### src/rtl/csp_pkg.sv
// What this block does
// (RQ1) Store-slot select takes a location from one to nine as the next store target.
// (RQ2) Querying store-slot select returns the location currently chosen for storage.
// (RQ3) Host selects a store slot, then memory store writes the whole configuration there.
// (RQ4) Subharmonic divisor S is set and reported, integer one to fifteen.
// (RQ5) Sync source codes: 0 voltage control, 1 rising edge, 2 falling edge, 3 internal.
// (RQ6) Wheel codes: 0 is 60, 1 is 42/30, 2 is 7/5, 3 is 2, 4 is 100 slots.
// (RQ7) A query answers with the command code and current value, as used to set it.
// (RQ8) At power-up blink indicators, show pass, then restore the last active set-up.
// (RQ9) Stop driving the motor when external sync frequency is outside the wheel range.
// (RQ10) The allowed sync window follows mode, harmonic multiplier, subharmonic divisor and wheel.
// (RQ11) External sync pulses stay active for at least one microsecond.
// (RQ12) Memory recall restores the recall-slot location; location zero gives factory defaults.
// (RQ13) Harmonic multiplier H is set and reported, integer one to fifteen.
// (RQ14) A set with an out-of-range value is rejected and the old setting kept.
package csp_pkg;

  localparam int unsigned CLK_HZ = 125_000_000;
  localparam int unsigned TEST_PHASE_MS = 500;
  localparam int unsigned TEST_PHASE_CYCLES = (CLK_HZ / 1000) * TEST_PHASE_MS;
  localparam int unsigned BLINK_BIT = 22;
  localparam int unsigned SYNC_MIN_PULSE_NS = 1000;
  localparam int unsigned SYNC_MIN_PULSE_CYCLES = (SYNC_MIN_PULSE_NS * (CLK_HZ / 1_000_000) + 999) / 1000;
  localparam logic [7:0] SYNC_FILTER_CYCLES = 8'(SYNC_MIN_PULSE_CYCLES / 2);
  localparam logic [31:0] PERIOD_MAX = 32'hffff_ffff;

  localparam logic [3:0] STORE_SLOT_MIN = 4'h1;
  localparam logic [3:0] STORE_SLOT_MAX = 4'h9;
  localparam logic [3:0] RECALL_SLOT_MAX = 4'h9;
  localparam logic [3:0] RATIO_MIN = 4'h1;
  localparam logic [3:0] RATIO_MAX = 4'hf;
  localparam logic [3:0] SYNC_MAX = 4'h3;
  localparam logic [3:0] WHEEL_MAX = 4'h4;
  localparam logic [3:0] MODE_MAX = 4'h2;
  localparam logic [3:0] MEM_MAX = 4'h1;
  localparam logic [3:0] LAST_ACTIVE_ADDR = 4'ha;
  localparam logic [3:0] FACTORY_SLOT = 4'h0;
  localparam int unsigned MEM_DEPTH = 16;

  localparam logic [1:0] MODE_HARMONIC_RATIO = 2'h0;
  localparam logic [1:0] MODE_SUM_DIFF = 2'h1;
  localparam logic [1:0] MODE_NORMAL = 2'h2;
  localparam logic [1:0] SYNC_EXTERNAL_VOLTAGE_CONTROL = 2'h0;
  localparam logic [1:0] SYNC_EXT_RISE = 2'h1;
  localparam logic [1:0] SYNC_EXT_FALL = 2'h2;
  localparam logic [1:0] SYNC_INTERNAL = 2'h3;
  localparam logic [3:0] MEM_OP_STORE = 4'h0;
  localparam logic [3:0] MEM_OP_RECALL = 4'h1;

  // Allowed outer_track_frequency per wheel code, in hertz.
  localparam logic [13:0] WHEEL_FMIN_HZ [0:4] = '{14'h0078, 14'h0054, 14'h000e, 14'h0004, 14'h00c8};
  localparam logic [13:0] WHEEL_FMAX_HZ [0:4] = '{14'h1900, 14'h1180, 14'h02ea, 14'h00d5, 14'h299a};

  typedef enum logic [3:0] {
    CMD_STORE_SLOT = 4'h0,
    CMD_RECALL_SLOT = 4'h1,
    CMD_HARMONIC = 4'h2,
    CMD_SUBHARMONIC = 4'h3,
    CMD_SYNC = 4'h4,
    CMD_WHEEL = 4'h5,
    CMD_MODE = 4'h6,
    CMD_MEMORY = 4'h7
  } csp_cmd_code_t;

  typedef struct packed {
    logic [1:0] mode;
    logic [3:0] harmonic;
    logic [3:0] subharmonic;
    logic [1:0] sync;
    logic [2:0] wheel;
  } csp_setup_t;

  typedef struct packed {
    logic valid;
    csp_setup_t setup;
  } csp_mem_word_t;

  typedef struct packed {
    csp_cmd_code_t code;
    logic query;
    logic [3:0] value;
  } csp_cmd_t;

  typedef struct packed {
    csp_cmd_code_t code;
    logic [3:0] value;
    logic error;
  } csp_rsp_t;

  localparam csp_setup_t FACTORY_SETUP = '{mode: MODE_NORMAL, harmonic: 4'h1, subharmonic: 4'h1,
                                           sync: SYNC_INTERNAL, wheel: 3'h0};

endpackage : csp_pkg

### src/rtl/csp_chopper_setup.sv
`timescale 1ns/1ps
module csp_chopper_setup #(
  parameter int unsigned TEST_PHASE_CYCLES = csp_pkg::TEST_PHASE_CYCLES
) (
  // Clock and reset.
  input wire logic clock,
  input wire logic rst_b,
  // Command link from the host.
  input wire logic cmd_valid,
  input wire csp_pkg::csp_cmd_t cmd,
  output logic cmd_ready,
  // Answers to the host.
  output logic rsp_valid,
  output csp_pkg::csp_rsp_t rsp,
  // External sync input.
  input wire logic sync_in,
  // Front panel and motor.
  output logic led_blink,
  output logic display_pass,
  output logic motor_drive,
  // Active configuration.
  output csp_pkg::csp_setup_t setup,
  output logic [3:0] store_slot_select,
  output logic [3:0] recall_slot_select
);

  typedef enum logic [4:0] {
    ST_TEST = 5'b00001,
    ST_PASS = 5'b00010,
    ST_LOAD = 5'b00100,
    ST_APPLY = 5'b01000,
    ST_RUN = 5'b10000
  } csp_state_t;

  // A short self-test phase blinks on the lowest counter bit so the lamps still toggle.
  localparam int unsigned BLINK_SEL = (csp_pkg::BLINK_BIT < $clog2(TEST_PHASE_CYCLES)) ? csp_pkg::BLINK_BIT : 32'h0;

  csp_state_t state;
  csp_state_t next_state;
  logic [31:0] test_cnt;
  logic [3:0] load_addr;
  logic last_dirty;
  logic in_range;
  csp_pkg::csp_mem_word_t rd_data;

  // Command decode.
  wire take = cmd_valid && cmd_ready;
  wire is_set = take && !cmd.query;
  wire is_store_slot = (cmd.code == csp_pkg::CMD_STORE_SLOT);
  wire is_recall_slot = (cmd.code == csp_pkg::CMD_RECALL_SLOT);
  wire is_harmonic = (cmd.code == csp_pkg::CMD_HARMONIC);
  wire is_sub = (cmd.code == csp_pkg::CMD_SUBHARMONIC);
  wire is_sync = (cmd.code == csp_pkg::CMD_SYNC);
  wire is_wheel = (cmd.code == csp_pkg::CMD_WHEEL);
  wire is_mode = (cmd.code == csp_pkg::CMD_MODE);
  wire is_mem = (cmd.code == csp_pkg::CMD_MEMORY);

  // Range check per command; a failing set changes nothing.
  wire store_ok = (cmd.value >= csp_pkg::STORE_SLOT_MIN) && (cmd.value <= csp_pkg::STORE_SLOT_MAX); // [RQ1]
  wire recall_ok = (cmd.value <= csp_pkg::RECALL_SLOT_MAX); // [RQ12]
  wire ratio_ok = (cmd.value >= csp_pkg::RATIO_MIN) && (cmd.value <= csp_pkg::RATIO_MAX); // [RQ4] [RQ13]
  wire sync_ok = (cmd.value <= csp_pkg::SYNC_MAX); // [RQ5]
  wire wheel_ok = (cmd.value <= csp_pkg::WHEEL_MAX); // [RQ6]
  wire mode_ok = (cmd.value <= csp_pkg::MODE_MAX);
  wire mem_ok = (cmd.value <= csp_pkg::MEM_MAX);
  wire value_ok = (is_store_slot && store_ok) || (is_recall_slot && recall_ok) ||
                  ((is_harmonic || is_sub) && ratio_ok) || (is_sync && sync_ok) ||
                  (is_wheel && wheel_ok) || (is_mode && mode_ok) || (is_mem && mem_ok);
  wire set_go = is_set && value_ok; // [RQ14]
  wire cfg_go = set_go && (is_harmonic || is_sub || is_sync || is_wheel || is_mode);
  wire store_go = set_go && is_mem && (cmd.value == csp_pkg::MEM_OP_STORE); // [RQ3]
  wire recall_go = set_go && is_mem && (cmd.value == csp_pkg::MEM_OP_RECALL); // [RQ12]
  wire recall_factory = (load_addr == csp_pkg::FACTORY_SLOT);

  // Restored word: factory slot and never-written locations give defaults.
  wire use_stored = !recall_factory && (rd_data.valid == 1'b1);
  wire csp_pkg::csp_setup_t loaded = use_stored ? rd_data.setup : csp_pkg::FACTORY_SETUP; // [RQ12]
  wire apply_go = (state == ST_APPLY);

  // Next configuration: the restored word in ST_APPLY, otherwise from a set command.
  csp_pkg::csp_setup_t next_setup;
  always_comb begin
    next_setup = setup;
    if (apply_go) begin
      next_setup = loaded;
    end else if (cfg_go) begin
      if (is_harmonic) begin
        next_setup.harmonic = cmd.value; // [RQ13]
      end
      if (is_sub) begin
        next_setup.subharmonic = cmd.value; // [RQ4]
      end
      if (is_sync) begin
        next_setup.sync = cmd.value[1:0]; // [RQ5]
      end
      if (is_wheel) begin
        next_setup.wheel = cmd.value[2:0]; // [RQ6]
      end
      if (is_mode) begin
        next_setup.mode = cmd.value[1:0];
      end
    end
  end

  // Query answer carries the command code and the value in set form.
  logic [3:0] query_value;
  always_comb begin
    query_value = 4'h0;
    unique case (cmd.code)
      csp_pkg::CMD_STORE_SLOT: query_value = store_slot_select; // [RQ2]
      csp_pkg::CMD_RECALL_SLOT: query_value = recall_slot_select;
      csp_pkg::CMD_HARMONIC: query_value = setup.harmonic;
      csp_pkg::CMD_SUBHARMONIC: query_value = setup.subharmonic;
      csp_pkg::CMD_SYNC: query_value = {2'h0, setup.sync};
      csp_pkg::CMD_WHEEL: query_value = {1'h0, setup.wheel};
      csp_pkg::CMD_MODE: query_value = {2'h0, setup.mode};
      csp_pkg::CMD_MEMORY: query_value = 4'h0;
      default: query_value = 4'h0;
    endcase
  end

  wire csp_pkg::csp_rsp_t next_rsp = '{code: cmd.code, value: cmd.query ? query_value : cmd.value,
                                       error: !cmd.query && !value_ok}; // [RQ7]

  // Memory: store to the selected slot wins; the last-active copy follows later.
  wire mem_we = store_go || last_dirty;
  wire [3:0] mem_wr_addr = store_go ? store_slot_select : csp_pkg::LAST_ACTIVE_ADDR; // [RQ3]
  wire csp_pkg::csp_mem_word_t mem_wr_data = '{valid: 1'b1, setup: setup};
  wire setup_changes = cfg_go || apply_go;

  // Start-up sequence: blink, show pass, then restore the last active set-up.
  wire test_done = (test_cnt >= TEST_PHASE_CYCLES - 1);
  always_comb begin
    next_state = state;
    unique case (state)
      ST_TEST: next_state = test_done ? ST_PASS : ST_TEST; // [RQ8]
      ST_PASS: next_state = test_done ? ST_LOAD : ST_PASS; // [RQ8]
      ST_LOAD: next_state = ST_APPLY;
      ST_APPLY: next_state = ST_RUN;
      ST_RUN: next_state = recall_go ? ST_LOAD : ST_RUN;
    endcase
  end

  always_ff @(posedge clock or negedge rst_b) begin
    if (!rst_b) begin
      state <= ST_TEST;
      test_cnt <= 32'h0000_0000;
    end else begin
      state <= next_state;
      test_cnt <= (next_state != state) ? 32'h0000_0000 : test_cnt + 32'h0000_0001;
    end
  end

  always_ff @(posedge clock or negedge rst_b) begin
    if (!rst_b) begin
      load_addr <= csp_pkg::LAST_ACTIVE_ADDR;
    end else if (recall_go) begin
      load_addr <= recall_slot_select; // [RQ12]
    end
  end

  always_ff @(posedge clock or negedge rst_b) begin
    if (!rst_b) begin
      setup <= csp_pkg::FACTORY_SETUP;
      store_slot_select <= csp_pkg::STORE_SLOT_MIN;
      recall_slot_select <= csp_pkg::FACTORY_SLOT;
    end else begin
      setup <= next_setup;
      if (set_go && is_store_slot) begin
        store_slot_select <= cmd.value; // [RQ1]
      end
      if (set_go && is_recall_slot) begin
        recall_slot_select <= cmd.value; // [RQ12]
      end
    end
  end

  // A new change sets the dirty flag even in the cycle its write happens.
  always_ff @(posedge clock or negedge rst_b) begin
    if (!rst_b) begin
      last_dirty <= 1'b0;
    end else begin
      last_dirty <= setup_changes || (last_dirty && store_go);
    end
  end

  always_ff @(posedge clock or negedge rst_b) begin
    if (!rst_b) begin
      cmd_ready <= 1'b0;
      rsp_valid <= 1'b0;
      rsp <= '0;
    end else begin
      cmd_ready <= (next_state == ST_RUN);
      rsp_valid <= take;
      if (take) begin
        rsp <= next_rsp; // [RQ7]
      end
    end
  end

  wire ext_sync = (setup.sync == csp_pkg::SYNC_EXT_RISE) || (setup.sync == csp_pkg::SYNC_EXT_FALL);

  always_ff @(posedge clock or negedge rst_b) begin
    if (!rst_b) begin
      led_blink <= 1'b0;
      display_pass <= 1'b0;
      motor_drive <= 1'b0;
    end else begin
      led_blink <= (state == ST_TEST) && test_cnt[BLINK_SEL]; // [RQ8]
      display_pass <= (state == ST_PASS); // [RQ8]
      motor_drive <= (state == ST_RUN) && (!ext_sync || in_range); // [RQ9]
    end
  end

  csp_setup_mem u_mem (
    .clock(clock),
    .we(mem_we),
    .wr_addr(mem_wr_addr),
    .wr_data(mem_wr_data),
    .rd_addr(load_addr),
    .rd_data(rd_data)
  );

  csp_sync_window u_window (
    .clock(clock),
    .rst_b(rst_b),
    .sync_in(sync_in),
    .setup(setup),
    .in_range(in_range)
  );

endmodule : csp_chopper_setup

### src/rtl/csp_setup_mem.sv
`timescale 1ns/1ps
module csp_setup_mem (
  // Clock.
  input wire logic clock,
  // Write port.
  input wire logic we,
  input wire logic [3:0] wr_addr,
  input wire csp_pkg::csp_mem_word_t wr_data,
  // Read port, data one cycle after the address.
  input wire logic [3:0] rd_addr,
  output csp_pkg::csp_mem_word_t rd_data
);

  // Contents are kept across reset, as a non-volatile store would be.
  // At power-on every valid bit is clear, so an empty location reads as never written.
  csp_pkg::csp_mem_word_t mem [0:csp_pkg::MEM_DEPTH-1] = '{default: '0};

  always_ff @(posedge clock) begin
    if (we) begin
      mem[wr_addr] <= wr_data;
    end
    rd_data <= mem[rd_addr];
  end

endmodule : csp_setup_mem

### src/rtl/csp_sync_window.sv
`timescale 1ns/1ps
module csp_sync_window (
  // Clock and reset.
  input wire logic clock,
  input wire logic rst_b,
  // External sync and configuration.
  input wire logic sync_in,
  input wire csp_pkg::csp_setup_t setup,
  // Result.
  output logic in_range
);

  logic sync_filt;
  logic sync_prev;
  logic [7:0] stable_cnt;
  logic [31:0] period;

  wire wheel_ok = ({1'b0, setup.wheel} <= csp_pkg::WHEEL_MAX);
  wire [2:0] wheel_idx = wheel_ok ? setup.wheel : 3'h0;
  wire hs_mode = (setup.mode == csp_pkg::MODE_HARMONIC_RATIO);
  wire [3:0] h_eff = hs_mode ? setup.harmonic : 4'h1;
  wire [3:0] s_eff = hs_mode ? setup.subharmonic : 4'h1;
  wire [55:0] lhs = 56'(csp_pkg::CLK_HZ) * 56'(h_eff);
  wire [55:0] lo_rhs = 56'(period) * 56'(csp_pkg::WHEEL_FMIN_HZ[wheel_idx]) * 56'(s_eff);
  wire [55:0] hi_rhs = 56'(period) * 56'(csp_pkg::WHEEL_FMAX_HZ[wheel_idx]) * 56'(s_eff);
  // Sync must lie between wheel limits scaled by S/H, compared as periods.
  wire window_ok = (lhs >= lo_rhs) && (lhs <= hi_rhs) && (s_eff != 4'h0) && (h_eff != 4'h0); // [RQ10]
  wire rise = sync_filt && !sync_prev;
  wire fall = !sync_filt && sync_prev;
  wire edge_seen = (setup.sync == csp_pkg::SYNC_EXT_FALL) ? fall : rise;
  wire filt_flip = (sync_in != sync_filt) && (stable_cnt == csp_pkg::SYNC_FILTER_CYCLES);

  // A level must hold half the least pulse width before it counts.
  always_ff @(posedge clock or negedge rst_b) begin
    if (!rst_b) begin
      stable_cnt <= 8'h00;
      sync_filt <= 1'b0;
      sync_prev <= 1'b0;
    end else begin
      stable_cnt <= (sync_in == sync_filt || filt_flip) ? 8'h00 : stable_cnt + 8'h01; // [RQ11]
      sync_filt <= filt_flip ? sync_in : sync_filt;
      sync_prev <= sync_filt;
    end
  end

  always_ff @(posedge clock or negedge rst_b) begin
    if (!rst_b) begin
      period <= 32'h0000_0001;
      in_range <= 1'b0;
    end else if (edge_seen) begin
      period <= 32'h0000_0001;
      in_range <= window_ok; // [RQ9]
    end else if (period == csp_pkg::PERIOD_MAX) begin
      in_range <= 1'b0;
    end else begin
      period <= period + 32'h0000_0001;
    end
  end

endmodule : csp_sync_window

### config.mk
export PLATFORM = sky130hd
export DESIGN_NAME = csp_chopper_setup
export DESIGN_NICKNAME = d
export VERILOG_FILES = /design/src/rtl/csp_pkg.sv /design/src/rtl/csp_chopper_setup.sv /design/src/rtl/csp_setup_mem.sv /design/src/rtl/csp_sync_window.sv
export SDC_FILE = /design/constraint.sdc
export NUM_CORES = 2
export LEC_CHECK = 0
export BUFFER_PORTS_ARGS = -buffer_cell sky130_fd_sc_hd__buf_2
export CAP_MARGIN = 15
export CORE_UTILIZATION = 49
export CTS_CLUSTER_SIZE = 30
export DETAILED_ROUTE_END_ITERATION = 8
export PLACE_DENSITY = 0.63
export SYNTH_ARGS = -nofsm -noshare
export SYNTH_HDL_FRONTEND = slang
export SYNTH_HIERARCHICAL = 1
export SYNTH_SLANG_ARGS = --single-unit
### constraint.sdc
create_clock -name clock -period 13.58 [get_ports clock]
set_input_delay 2.716 -clock clock [delete_from_list [all_inputs] [get_ports clock]]
set_output_delay 2.716 -clock clock [all_outputs]
set_load 0.02 [all_outputs]
==> metrics.md <==
| Metric | Value |
|---|---|
| Syn Area/Cell | `9.47 um^2` |
| Via count | `about 38,000` |
| Antenna diodes | `0` |
| DRC violations left | `0` |
| CTS Hold Buffers Added | `0` |
| Number of max-cap violations | `0` |
| Hpwl dp | `approximately 110 mm` |
| H-tree level count | `2` |
| Share of cells above drive strength 1 | `just under 7%` |
| Synth area leaders | `fa_1 (26%), edfxtp_1 (15%), ha_1 (12%), inv_1 (7.6%), dfrtp_1 (5.5%)` |
| Post-synth EDFFs | `about 260` |
| Most used cell, CP | `fa_1` |
| Placed instance area | `about 0.053 mm^2` |
| Chip width | `about 320 um` |
| Critical Path End Type | `register` |
| Mux contribution to synthesized area | `around 3.7%` |
| Synth cell count leaders | `inv_1 (1,025), fa_1 (650), nand2_1 (513)` |
| Reg2reg setup slack | `about 0.85 ns` |
| Period utilisation layout | `between 90% and 100%` |
| Syn-to-layout area delta | `6.54%` |
| Total power per unit cell area | `roughly 74 mW/mm^2` |
| Seq. cell area | `roughly 0.011 mm^2` |
| Final-report max-slew violation count | `0` |
| Most common cell in the netlist | `inv_1` |
| Netlist cell types | `97` |
| Initial DRT Pass Iterations | `8` |
| WL final | `approximately 140 mm` |
| Status | `complete, no violations` |
| Num CTS Buffers | `between 40 and 50` |
| Initial antenna violation count | `3` |
| Leak | `about 26 nW` |
| Area occupied by multi-input gates | `around 0.035 mm^2` |
| Overall Global Routing Usage | `around 28%` |
| Post-CTS Resized | `0` |
| Sequential share of the synthesized area | `between 20% and 30%` |
| Worst Hold Class | `register to register` |
| First-pass GRT wire length | `between 200 and 250 mm` |
| # port buffers | `49` |
| Crit path launch type | `register` |
| I/O Pins | `50` |
| Pin count of the biggest net entering global routing | `slightly below 90` |
| Pwr Total | `between 3 and 4 mW` |
| Largest family of logic cells by synthesized area | `adder cells` |
| Met2 usage | `47.8%` |
| TritonCTS clock tree | `yes` |
| Dpl ws | `~0.97 ns` |
| Slew @ Worst Pin | `1.14 ns` |
| Worst path slowest cell | `fa_1` |
| Worst Path Max Fanout | `21` |
| # rows | `roughly 120` |
| Final ANT Viol Nets | `0` |
| Root buf cell | `clkbuf_16` |
| Max Fclk | `78.6 MHz` |
| Hold WS | `between 0.4 and 0.5 ns` |
| Tmin final | `12.73 ns` |
| Setup violations, final | `0` |
| WP data arrival | `13.23 ns` |
| Clk_lat worst skew | `about 0.6 ns` |
| Yosys top cell area share | `about a quarter` |
| Endpoints failing hold | `0` |
| Busiest grt layer | `met2` |
| Simple-gate share of the synthesized area | `between 10% and 20%` |
| Starting DRT DRC Count | `roughly 3,200` |
| Layout fillers | `9,375` |
| Setup TNS Final | `0 ns` |
| Critical Path RT | `14.08 ns` |
| Leading area contributor after synthesis | `fa_1` |
| Post-synthesis adder-cell area fraction | `between 30% and 40%` |
| Starting Density | `roughly half` |
| Global placement routability congestion | `slightly below 1` |
| Synthesized area | `about 0.051 mm^2` |
| Post-Layout Cell Count | `6,763` |
| Xor/xnor cell area share of the yosys netlist | `a little under 4%` |
| Synth Register Bits | `about 400` |
| Slew HR | `between 20% and 30%` |
| Placed insts | `around 6,700` |
| Max stage delay on crit path | `around 0.53 ns` |
| Worst VDD drop | `roughly 0.00014 V` |
| Post-CTS Setup Inserts | `0` |
| Kind of critical path | `register to register` |
| Synth warn | `6` |
| Met3 usage | `2.60%` |
| Compound-Gate Fraction of Synth Area | `a little under a tenth` |
| Total global routing overflow | `0` |
| Ys flop type | `edfxtp_1` |
| Clk_skew | `approximately 0.043 ns` |
| CTS clk-pin slew, worst paths | `0.09 ns` |
| Vias in the first global route | `around 39,000` |
| RSZ-0062 raised after global routing | `no` |
| Design Area, Final | `between 0.05 and 0.06 mm^2` |
| Die area | `between 0.1 and 0.15 mm^2` |
| Cells after Synth | `around 5,400` |
| DIE HEIGHT | `~320 um` |
| Drt via density | `approximately 5.6` |
| DR WL/cell | `between 20 and 25 um` |
| CTS sink cnt | `394` |
| Met1 usage | `between 30 and 40%` |
| Setup WS post-layout | `0.853 ns` |
| Placeable core area | `just over 0.1 mm^2` |
| Ys async rst share | `31.0%` |
| CTS Buffer Depth | `3` |
| Nets@finish | `6,512` |
| Layout Utilization | `52.9%` |
==> state kept, by name (all words and copies together) (netlist names), 5 cells and up <==
| signal | flops |
|---|---|
| setup | 15 |
| state | 5 |
| u_window/period | 32 |
| rsp | 9 |
| u_mem/rd_data | 16 |
| u_mem/mem | 256 |
| u_window/stable_cnt | 8 |
| test_cnt | 32 |
==> kinds of logic (layout without fill, tap and decap cells) <==
kind of cell,Yosys count,after routing
compound gates,748,748
xor+xnor,224,224
fa+ha+maj,1140,1140
buf+inv,1222,1234
flops,394,394
mux,100,100
other cells,1,16
simple gates,1539,1539
==> routing by layer <==
metal  wire, um  vias up  part of all wire, %
met5         13        -               0.0092
met3       7290      183                  5.2
met2      69100     1184                   49
met1      60600    19185                   43
li1           -    17462                    -
met4       3960        2                  2.8
==> power breakdown <==
part           switching (mW)  internal, mW  total (mW)
clock network           0.525         0.672        1.20
registers              0.0465          1.31        1.35
logic                   0.883         0.560        1.44
total                    1.45          2.54        3.99
==> final timing paths <==
| path | cells past startpoint | end | start |
|---|---|---|---|
| min | 2 | setup[5] | u_mem/rd_data[5] |
| min in group asynchronous | 1 | u_window/in_range | rst_b |
| min reg2reg | 2 | setup[5] | u_mem/rd_data[5] |
| max in group asynchronous | 2 | load_addr[0] | rst_b |
| max reg2reg | 46 | u_window/in_range | setup[2] |
| max | 46 | u_window/in_range | setup[2] |
==> layout by cell type (no fill, tap or decap), drive strengths merged, types with 27 or more instances in the layout <==
cell type,count
inv,1028
fa,650
nand2,513
ha,490
nor2,423
edfxtp,256
a21oi,217
o21ai,171
buf,126
xnor2,121
dfrtp,112
and2,111
nand3,107
xor2,103
a21o,88
mux4,67
nand4,60
nor2b,56
and3,51
nand2b,51
clkbuf,50
nor3,46
a22oi,38
or2,35
a31oi,34
o21bai,30
or3,27
==> worst max-delay path: cells and delay by family, from the launching register on <==
| kind | cells | cell delay [ns] |
|---|---|---|
| buffers and inverters | 6 | 0.68 |
| AO/OA/AOI/OAI | 17 | 3.79 |
| flip-flops | 1 | 0.46 |
| XOR/XNOR | 2 | 0.38 |
| adder cells (fa/ha/maj) | 11 | 4.97 |
| AND/OR/NAND/NOR | 10 | 2.33 |
==> cell type report <==
| type | count | area share, % |
|---|---|---|
| well taps | 1368 | 3.16 |
| inverters | 1026 | 7.11 |
| multi-input cells | 3767 | 65.0 |
| flip-flops and latches | 394 | 20.4 |
| clock inverters | 32 | 0.603 |
| clock buffers | 50 | 2.09 |
| repair buffers | 126 | 1.58 |
Power figures use the tool's default switching activity.
